--- src/verilog/cbb_pkg.sv ---
/*
 * Constants and carrier types for the interrupt routing and bridge control
 * configuration registers of a PCI-to-CardBus bridge with three functions.
 * Assumes a configuration access slice that presents one dword access per
 * request, with function number, byte offset and byte enables.
 */
//
// Operation
// - interrupt line byte is fully writable per function, resets to FFh
// - untied interrupt pin reads 01h, 02h, 03h for functions 0, 1, 2
// - pair tie merges function 1 onto INTA; pins read 01h, 01h, 03h
// - tie-all joins all functions onto INTA; every pin reads 01h
// - bridge control bits 15..11 and 4 always read zero
// - bit 10 enables burst write posting, kept separately per socket
// - bits 9 and 8 mark memory windows 1 and 0 prefetchable, per socket
// - bit 7 routes card interrupts to PCI when 0, legacy IRQ when 1
// - bit 6 drives socket reset; resets to 1 so socket starts in reset
// - PCI bus reset also drives socket reset regardless of bit 6
// - bit 6 survives PCI bus reset; only global reset or nrst_i restores it
// - context bits survive PCI reset while PME is enabled
// - shared bit 5 turns socket master aborts into target abort, and into SERR when serr_enable_i is set
// - bit 3 forwards VGA address accesses across the bridge
// - bit 2 blocks I/O in last 768 bytes of each 1K under 64K
// - bit 1 forwards card system error onto PCI SERR, per socket
// - bit 0 reports socket parity errors on card parity error output
package cbb_pkg;

    // ----------------------------------------------------------------
    // register map
    // ----------------------------------------------------------------
    localparam int NUM_FUNC = 3;
    localparam int NUM_SOCK = 2;
    localparam logic [7:0] LINE_OFF = 8'h3C;
    localparam logic [7:0] PIN_OFF = 8'h3D;
    localparam logic [7:0] BCTL_OFF = 8'h3E;
    localparam logic [7:0] LINE_RST = 8'hFF;
    localparam logic [7:0] PIN_INTA = 8'h01;
    localparam logic [7:0] PIN_INTB = 8'h02;
    localparam logic [7:0] PIN_INTC = 8'h03;
    localparam logic [15:0] BCTL_RST = 16'h0340;
    localparam logic [15:0] BCTL_WR_MASK = 16'h07EF;
    localparam logic [15:0] BCTL_SHARED_MASK = 16'h0020;
    localparam logic [15:0] BCTL_SOCKET_RESET_OUT_MASK = 16'h0040;
    localparam logic [15:0] BCTL_CTX_MASK = 16'h0080;

    // ----------------------------------------------------------------
    // bridge control field positions
    // ----------------------------------------------------------------
    localparam int B_WRITE_POSTING_ON = 10;
    localparam int B_PF1 = 9;
    localparam int B_PF0 = 8;
    localparam int B_ROUTE = 7;
    localparam int B_SOCKET_RESET_OUT = 6;
    localparam int B_MABT = 5;
    localparam int B_VGA = 3;
    localparam int B_ISA = 2;
    localparam int B_SERR = 1;
    localparam int B_PERR = 0;

    // ----------------------------------------------------------------
    // isa alias window
    // ----------------------------------------------------------------
    localparam logic [9:0] ISA_BLOCK_BYTES = 10'h300;
    localparam logic [10:0] ISA_PAGE_BYTES = 11'h400;
    localparam logic [9:0] ISA_BLOCK_START = 10'(ISA_PAGE_BYTES - 11'(ISA_BLOCK_BYTES));

    // ----------------------------------------------------------------
    // carriers
    // ----------------------------------------------------------------
    typedef struct packed {
        logic req;
        logic we;
        logic [1:0] func;
        logic [7:0] addr;
        logic [3:0] be;
        logic [31:0] wdata;
    } cbb_cfg_req_t;

    typedef struct packed {
        logic [NUM_FUNC-1:0][7:0] line;
        logic [NUM_SOCK-1:0][15:0] bctl;
        logic mabt;
        logic pci_bus_reset_in_s1;
        logic pci_bus_reset_in_s2;
        logic global_reset_in_s1;
        logic global_reset_in_s2;
        logic [NUM_SOCK-1:0] card_system_error_s1;
        logic [NUM_SOCK-1:0] card_system_error_s2;
        logic [NUM_SOCK-1:0] cint_s1;
        logic [NUM_SOCK-1:0] cint_s2;
        logic [NUM_SOCK-1:0] sock_rst;
        logic [NUM_FUNC-1:0] pci_int;
        logic [NUM_SOCK-1:0] legacy_irq;
        logic [NUM_SOCK-1:0] serr_fwd;
        logic [NUM_SOCK-1:0] perr_out;
        logic tabort;
        logic abort_serr;
        logic io_block;
        logic ack;
        logic [31:0] rdata;
    } cbb_state_t;

endpackage : cbb_pkg

--- src/verilog/cbb_bridge_regs.sv ---
/*
 * Interrupt line, interrupt pin and bridge control registers for the three
 * functions of a CardBus bridge, with interrupt merging, socket reset and
 * the error, forwarding and alias controls that the bridge control steers.
 * Assumes configuration requests arrive on clock_i; reset and card pins are
 * asynchronous and are synchronised here.
 */
module cbb_bridge_regs #(
    parameter int FUNCS = 3,
    parameter int SOCKS = 2
) (
    input wire logic clock_i,
    input wire logic nrst_i,
    input wire logic ce_i,
    input wire cbb_pkg::cbb_cfg_req_t cfg_i,
    output logic cfg_ack_o,
    output logic [31:0] cfg_rdata_o,
    input wire logic global_reset_in_n_i,
    input wire logic pci_bus_reset_in_n_i,
    input wire logic pme_enable_i,
    input wire logic pair_irq_tie_i,
    input wire logic all_irq_tie_i,
    input wire logic [2:0] func_irq_i,
    input wire logic [1:0] card_func_irq_i,
    input wire logic [1:0] card_system_error_i,
    input wire logic [1:0] sock_parity_det_i,
    input wire logic master_abort_i,
    input wire logic serr_enable_i,
    input wire logic io_check_i,
    input wire logic io_sock_i,
    input wire logic [31:0] io_addr_i,
    output logic [1:0] socket_reset_out_o,
    output logic [2:0] pci_int_o,
    output logic [1:0] legacy_card_irq_o,
    output logic pci_serr_o,
    output logic target_abort_o,
    output logic [1:0] card_parity_error_o,
    output logic io_block_o,
    output logic [1:0] write_posting_on_o,
    output logic [1:0] window1_prefetchable_o,
    output logic [1:0] window0_prefetchable_o,
    output logic [1:0] functional_irq_route_sel_o,
    output logic [1:0] vga_forward_on_o,
    output logic [1:0] isa_alias_filter_on_o,
    output logic [1:0] card_syserr_forward_on_o,
    output logic [1:0] card_parity_report_on_o,
    output logic master_abort_report_sel_o
);

    // ----------------------------------------------------------------
    // elaboration checks
    // ----------------------------------------------------------------
    if (FUNCS != cbb_pkg::NUM_FUNC || SOCKS != cbb_pkg::NUM_SOCK) begin : g_bad
        $error("cbb_bridge_regs serves exactly three functions and two sockets");
    end

    cbb_pkg::cbb_state_t st_ff;
    cbb_pkg::cbb_state_t nxt_st;

    logic hit;
    logic [15:0] lane_mask;
    logic [15:0] sock_mask;
    logic [15:0] keep_mask;
    logic [2:0] fn_irq;

    // ----------------------------------------------------------------
    // helpers
    // ----------------------------------------------------------------

    // interrupt pin value as seen by one function
    function automatic logic [7:0] pin_code(input logic [1:0] fn, input logic pair,
                                            input logic all);
        logic [7:0] code;
        code = 8'h00;
        if (all) begin
            code = cbb_pkg::PIN_INTA;
        end else if (fn == 2'd0) begin
            code = cbb_pkg::PIN_INTA;
        end else if (fn == 2'd1) begin
            code = pair ? cbb_pkg::PIN_INTA : cbb_pkg::PIN_INTB;
        end else if (fn == 2'd2) begin
            code = cbb_pkg::PIN_INTC;
        end
        return code;
    endfunction : pin_code

    // bridge control as read back, shared bit folded in
    function automatic logic [15:0] bctl_view(input logic [15:0] own, input logic shared);
        logic [15:0] v;
        v = own & cbb_pkg::BCTL_WR_MASK & ~cbb_pkg::BCTL_SHARED_MASK;
        v[cbb_pkg::B_MABT] = shared;
        return v;
    endfunction : bctl_view

    // ----------------------------------------------------------------
    // address decode and write masks
    // ----------------------------------------------------------------

    // one dword holds line, pin and bridge control
    assign hit = (cfg_i.addr[7:2] == cbb_pkg::LINE_OFF[7:2]);
    assign lane_mask = {{8{cfg_i.be[3]}}, {8{cfg_i.be[2]}}};
    // shared bit is kept apart, reserved bits never stored
    assign sock_mask = cbb_pkg::BCTL_WR_MASK & ~cbb_pkg::BCTL_SHARED_MASK & lane_mask;
    // bits that survive a pci bus reset
    assign keep_mask = cbb_pkg::BCTL_SOCKET_RESET_OUT_MASK | (pme_enable_i ? cbb_pkg::BCTL_CTX_MASK : 16'h0000);

    // ----------------------------------------------------------------
    // next state
    // ----------------------------------------------------------------

    // internal function interrupts, card interrupts joined when pci routed
    always_comb begin
        fn_irq = func_irq_i;
        for (int s = 0; s < cbb_pkg::NUM_SOCK; s++) begin
            if (!st_ff.bctl[s][cbb_pkg::B_ROUTE]) begin
                fn_irq[s] = func_irq_i[s] | st_ff.cint_s2[s];
            end
        end
    end

    // one process computes every next value
    always_comb begin
        nxt_st = st_ff;

        // pin synchronisers, second stage feeds the logic
        nxt_st.global_reset_in_s1 = ~global_reset_in_n_i;
        nxt_st.global_reset_in_s2 = st_ff.global_reset_in_s1;
        nxt_st.pci_bus_reset_in_s1 = ~pci_bus_reset_in_n_i;
        nxt_st.pci_bus_reset_in_s2 = st_ff.pci_bus_reset_in_s1;
        nxt_st.card_system_error_s1 = card_system_error_i;
        nxt_st.card_system_error_s2 = st_ff.card_system_error_s1;
        nxt_st.cint_s1 = card_func_irq_i;
        nxt_st.cint_s2 = st_ff.cint_s1;

        // configuration read answer, one cycle after the request
        nxt_st.ack = cfg_i.req;
        nxt_st.rdata = 32'h0000_0000;
        if (cfg_i.req && hit && cfg_i.func != 2'd3) begin
            nxt_st.rdata[7:0] = st_ff.line[cfg_i.func];
            nxt_st.rdata[15:8] = pin_code(cfg_i.func, pair_irq_tie_i, all_irq_tie_i);
            if (cfg_i.func != 2'd2) begin
                nxt_st.rdata[31:16] = bctl_view(st_ff.bctl[cfg_i.func[0]], st_ff.mabt);
            end
        end

        // configuration write; pin byte is read-only
        if (cfg_i.req && cfg_i.we && hit && cfg_i.func != 2'd3) begin
            if (cfg_i.be[0]) begin
                nxt_st.line[cfg_i.func] = cfg_i.wdata[7:0];
            end
            if (cfg_i.func != 2'd2) begin
                // each socket holds its own copy
                nxt_st.bctl[cfg_i.func[0]] = (st_ff.bctl[cfg_i.func[0]] & ~sock_mask)
                                           | (cfg_i.wdata[31:16] & sock_mask);
                if (cfg_i.be[2]) begin
                    nxt_st.mabt = cfg_i.wdata[16 + cbb_pkg::B_MABT];
                end
            end
        end

        // pci bus reset: socket reset bit and live context bits survive
        if (st_ff.pci_bus_reset_in_s2) begin
            nxt_st.line = {cbb_pkg::NUM_FUNC{cbb_pkg::LINE_RST}};
            nxt_st.mabt = 1'b0;
            for (int s = 0; s < cbb_pkg::NUM_SOCK; s++) begin
                nxt_st.bctl[s] = (st_ff.bctl[s] & keep_mask)
                               | (cbb_pkg::BCTL_RST & ~keep_mask);
            end
        end

        // global reset restores everything
        if (st_ff.global_reset_in_s2) begin
            nxt_st.line = {cbb_pkg::NUM_FUNC{cbb_pkg::LINE_RST}};
            nxt_st.bctl = {cbb_pkg::NUM_SOCK{cbb_pkg::BCTL_RST & ~cbb_pkg::BCTL_SHARED_MASK}};
            nxt_st.mabt = 1'b0;
        end

        // socket reset from control bit or pci bus reset
        for (int s = 0; s < cbb_pkg::NUM_SOCK; s++) begin
            nxt_st.sock_rst[s] = st_ff.bctl[s][cbb_pkg::B_SOCKET_RESET_OUT]
                               | st_ff.pci_bus_reset_in_s2;
        end

        // interrupt merging onto the pci lines
        nxt_st.pci_int = fn_irq;
        if (all_irq_tie_i) begin
            nxt_st.pci_int = {2'b00, |fn_irq};
        end else if (pair_irq_tie_i) begin
            nxt_st.pci_int = {fn_irq[2], 1'b0, fn_irq[1] | fn_irq[0]};
        end

        // legacy irq path for card interrupts, card system error forward and parity report
        for (int s = 0; s < cbb_pkg::NUM_SOCK; s++) begin
            nxt_st.legacy_irq[s] = st_ff.bctl[s][cbb_pkg::B_ROUTE] & st_ff.cint_s2[s];
            nxt_st.serr_fwd[s] = st_ff.bctl[s][cbb_pkg::B_SERR] & st_ff.card_system_error_s2[s];
            nxt_st.perr_out[s] = st_ff.bctl[s][cbb_pkg::B_PERR] & sock_parity_det_i[s];
        end

        // master abort on the socket bus
        nxt_st.tabort = master_abort_i & st_ff.mabt;
        nxt_st.abort_serr = master_abort_i & st_ff.mabt & serr_enable_i;

        // isa alias filter on i/o cycles below 64K
        nxt_st.io_block = io_check_i
                        & st_ff.bctl[io_sock_i][cbb_pkg::B_ISA]
                        & (io_addr_i[31:16] == 16'h0000)
                        & (io_addr_i[9:0] >= cbb_pkg::ISA_BLOCK_START);
    end

    // ----------------------------------------------------------------
    // state register
    // ----------------------------------------------------------------

    // async reset to constants, clock enable freezes all state
    always_ff @(posedge clock_i or negedge nrst_i) begin
        if (!nrst_i) begin
            st_ff <= '0;
            st_ff.line <= {cbb_pkg::NUM_FUNC{cbb_pkg::LINE_RST}};
            st_ff.bctl <= {cbb_pkg::NUM_SOCK{cbb_pkg::BCTL_RST & ~cbb_pkg::BCTL_SHARED_MASK}};
            st_ff.sock_rst <= '1;
        end else if (ce_i) begin
            st_ff <= nxt_st;
        end
    end

    // ----------------------------------------------------------------
    // outputs
    // ----------------------------------------------------------------

    // answers and events, all from flops
    assign cfg_ack_o = st_ff.ack;
    assign cfg_rdata_o = st_ff.rdata;
    assign socket_reset_out_o = st_ff.sock_rst;
    assign pci_int_o = st_ff.pci_int;
    assign legacy_card_irq_o = st_ff.legacy_irq;
    assign pci_serr_o = (|st_ff.serr_fwd) | st_ff.abort_serr;
    assign target_abort_o = st_ff.tabort;
    assign card_parity_error_o = st_ff.perr_out;
    assign io_block_o = st_ff.io_block;
    assign master_abort_report_sel_o = st_ff.mabt;

    // per socket control levels
    for (genvar s = 0; s < cbb_pkg::NUM_SOCK; s++) begin : g_sock
        assign write_posting_on_o[s] = st_ff.bctl[s][cbb_pkg::B_WRITE_POSTING_ON];
        assign window1_prefetchable_o[s] = st_ff.bctl[s][cbb_pkg::B_PF1];
        assign window0_prefetchable_o[s] = st_ff.bctl[s][cbb_pkg::B_PF0];
        assign functional_irq_route_sel_o[s] = st_ff.bctl[s][cbb_pkg::B_ROUTE];
        assign vga_forward_on_o[s] = st_ff.bctl[s][cbb_pkg::B_VGA];
        assign isa_alias_filter_on_o[s] = st_ff.bctl[s][cbb_pkg::B_ISA];
        assign card_syserr_forward_on_o[s] = st_ff.bctl[s][cbb_pkg::B_SERR];
        assign card_parity_report_on_o[s] = st_ff.bctl[s][cbb_pkg::B_PERR];
    end

endmodule : cbb_bridge_regs

--- config.mk ---
export PLATFORM = sky130hd
export DESIGN_NAME = cbb_bridge_regs
export DESIGN_NICKNAME = d
export VERILOG_FILES = /design/src/verilog/cbb_pkg.sv /design/src/verilog/cbb_bridge_regs.sv
export SDC_FILE = /design/constraint.sdc
export NUM_CORES = 1
export LEC_CHECK = 0
export BUFFER_PORTS_ARGS = -buffer_cell sky130_fd_sc_hd__buf_2
export CORE_ASPECT_RATIO = 1.4
export CORE_MARGIN = 2
export CORE_UTILIZATION = 38
export DETAILED_ROUTE_END_ITERATION = 10
export PLACE_DENSITY = 0.66
export SLEW_MARGIN = 5
export SYNTH_ARGS = -nofsm -noshare
export SYNTH_HDL_FRONTEND = slang
export SYNTH_SLANG_ARGS = --single-unit
--- constraint.sdc ---
create_clock -name clock_i -period 1.7 [get_ports clock_i]
set_clock_uncertainty 0.15 [all_clocks]
set_input_delay 0.17 -clock clock_i [delete_from_list [all_inputs] [get_ports clock_i]]
set_output_delay 0.17 -clock clock_i [all_outputs]
set_load 0.005 [all_outputs]
==> summary.txt <==
Floorplan
  – Die width: roughly 96 um
  – Die H: 133 um
  – I/O pins: roughly 160
  – Initial core utilization: 38.6%
  – Die ar.: roughly 13000 um2
  – Core ar.: ~12000 um2
  – Core Rows: between 40 and 50

Synth
  – Main synth FF type: dfrtp_1
  – Warnings, synthesis: 0
  – EDFF count, synth: 0
  – Post-synth top area share: 32.0%
  – Flops & latches, synth: 90
  – Mapped Cells: 412
  – Avg Cell Area, Syn: ~11 um2
  – Mapped cell area: about 4500 um2
  – Yosys cell types: 48
  – Synth area leader: dfrtp_1
  – Leading post-synthesis cells by cell area: dfrtp_1 (32%), dfstp_2 (19%), buf_4 (9.6%), mux2_2 (5.0%), o22a_1 (4.8%)
  – Async SR Flop Fraction: 100%
  – Seq/Total Area, Yosys: 50.5%

Layout
  – Commonest non-fill, non-tap cell in the layout: buf_2
  – Most frequent cells in the layout: buf_2 (118), dfrtp_1 (58), dlygate4sd3_1 (43), dfstp_2 (32), buf_4 (29)
  – Reg area: about 2300 um2
  – Fraction of layout cells with a size suffix above 1: just over 40%
  – Footprint of the multi-input gates: about 1700 um2
  – Core Util, Final: between 40% and 50%
  – Layout fillers: approximately 1100
  – Diodes inserted: 0
  – Final Instance Count excl. Fillers: 699
  – Area Growth Syn to Fin: 28.2%
  – Fin area: 5810 um2
  – Final nets: between 600 and 700

Route
  – Vias: roughly 3600
  – Routed WL per cell: 17.0 um
  – Vias per cell: approximately 5.2
  – Drt drc: 0
  – Antenna Nets Post-Route: 0
  – WL final: 11900 um
  – Initial DRT Pass Iterations: 5
  – Initial DRC Count: between 150 and 200

GRT
  – Initial antenna violation count: 0
  – Met2 usage: between 30% and 40%
  – First-pass GRT wire length: 19000 um
  – GR Overflow Total: 0
  – Global-route layer with the greatest usage: met2
  – Largest net degree at the start of global routing: 39
  – Met3 Track Usage GR: between 4 and 5%
  – Vias in the first global route: between 3000 and 4000
  – GRT Total Usage: about a fifth
  – Met1 Use GR: around a quarter

Worst setup path
  – Worst Path Max Fanout: 13
  – Kind of start point of the critical path: flop
  – WP data required: roughly 1800 ps
  – Capturing point of the worst reg2reg path: window0_prefetchable_o[0]$_DFFE_PN1P_
  – Reg2reg path depth: 4
  – Arr. time, crit path: 1790 ps
  – Worst R2R Start: st_ff[57]$_DFFE_PN0P_
  – Reg2reg setup slack: around 28 ps
  – Worst setup EP type: flop
  – Setup CP Type: flop to flop

Worst hold path
  – HP Class: input pin to flop
  – Cell depth of the worst hold path: 3
  – Hold path start: cfg_i[26]
  – Hold EP: write_posting_on_o[1]$_DFFE_PN0P_

Power and ir drop
  – Maximum VDD drop: 671 uV
  – Power per Cell Area: just under 900 nW/um2
  – Leak: about 2.7 nW

Timing
  – Worst slew pin tran: ~700 ps
  – Final Cycle Share: 98.4%
  – Fin worst setup slack: between 20 and 30 ps
  – Fin. max-slew vios: 0
  – Final Setup Violations: 0
  – Relative slew margins: between 50% and 60%
  – Fmax achieved: between 500 and 600 MHz
  – Final min period: 1670 ps
  – RSZ-0062 raised after global routing: false
  – Final Hold Viols: 0

Place
  – Post-DP Area: slightly above 5000 um2
  – Placement Setup Slack: -133 ps
  – Routability congestion estimate: ~0.83
  – Cells after DPL: 640
  – Port bufs: approximately 120
  – Post-DP HPWL: 8390 um

Clock tree
  – Clk_lat worst skew: roughly 340 ps
  – Clk pin slew, worst setup/hold paths: about 60 ps
  – CTS tree: done
  – Root buf cell: clkbuf_16
  – Clock Tree Buf Depth: 2
  – Num Clock Sinks: 90
  – Setup bufs post-CTS: 0
  – H-Tree Depth: 3
  – Num CTS Buffers: 9

Flow run
  – Max Cap Violations: 0

Status
  – Status: finished clean
[per-layer routing]
layer	up-vias	share of wire, %
li1	1692	-
met4	0	1.8
met5	-	0
met2	121	52
met1	1771	41
met3	21	5.3
[flip-flops by register name (all words and copies together), names as in the netlist, 3 cells and up]
signal and count:
cfg_rdata_o 20, nxt_st 6, pci_int_o 3, st_ff 35
[synthesized netlist by cell type (4+ instances only)]
cell type,number
o31ai_1,5
buf_1,5
nand3_1,12
a21oi_1,15
buf_2,7
nor2_1,17
nand4_1,5
nor4_1,4
o2bb2ai_1,17
dfstp_2,32
buf_4,58
o21ai_0,17
nand2_1,21
mux2_2,20
dfrtp_1,58
mux2i_1,20
buf_6,4
inv_1,18
a32o_1,8
clkbuf_1,5
o22a_1,25
[kinds of logic after synthesis]
kind of cell | share of synthesized area, %
other | 0.0827
and+or+nand+nor | 9.05
AOI/OAI and AO/OA | 17.2
DFF | 50.5
buffers and inverters | 13.8
muxes | 9.38
[worst max-delay path, cell delays in order (launching register included)]
cell and delay [ps]:
dfrtp_1 430, o21a_1 230, a41oi_1 180, buf_4 250
mux2_2 360
[power breakdown]
group	internal (mW)	total, mW	switching (mW)	leakage [nW]
Combinational	0.338	0.700	0.362	1.45
Sequential	2.25	2.31	0.0614	1.11
Clock	1.22	2.06	0.836	0.150
[layout make-up]
class                   count  share of cell area, %
flip-flops and latches     90                   39.4
multi-input cells         235                   28.8
repair buffers            192                   22.0
clock buffers              10                   4.30
well taps                 147                   3.16
inverters                  19                   1.23
clock inverters             6                   1.10
[through the flow]
step | hold slack, ps | setup TNS [ps] | total power [mW]
6_report | 12.7 | 0 | 5.07
5_1_grt | 28.7 | 0 | 5.30
4_1_cts | 4.99 | 0 | 5.11
3_5_place_dp | -58.4 | -1060 | 2.97
3_3_place_gp | -70.8 | -650 | 2.95
2_1_floorplan | -276 | 0 | 2.70
[what timing repair did]
action	CTS	global route
setup endpoints to repair	0	7
gates resized for setup	0	2
endpoints found under the hold margin	82	1
hold buffers	41	3
[worst max path at each step]
| stage | from | endpoint | slack, ps | cells after the start |
|---|---|---|---|---|
| 2_1_floorplan | st_ff[57]$_DFFE_PN0P_ | st_ff[92]$_DFFE_PN1P_ | 20 | 6 |
| 3_3_place_gp | cfg_i[44] | cfg_rdata_o[2]$_DFFE_PN0P_ | -110 | 6 |
| 3_5_place_dp | cfg_i[44] | cfg_rdata_o[2]$_DFFE_PN0P_ | -130 | 6 |
| 4_1_cts | st_ff[57]$_DFFE_PN0P_ | window0_prefetchable_o[0]$_DFFE_PN1P_ | 50 | 4 |
| 5_1_grt | all_irq_tie_i | pci_int_o[1]$_DFFE_PN0P_ | 3 | 4 |
| 6_report | st_ff[57]$_DFFE_PN0P_ | window0_prefetchable_o[0]$_DFFE_PN1P_ | 30 | 4 |
Note: power is estimated with default switching activity, not from simulation.
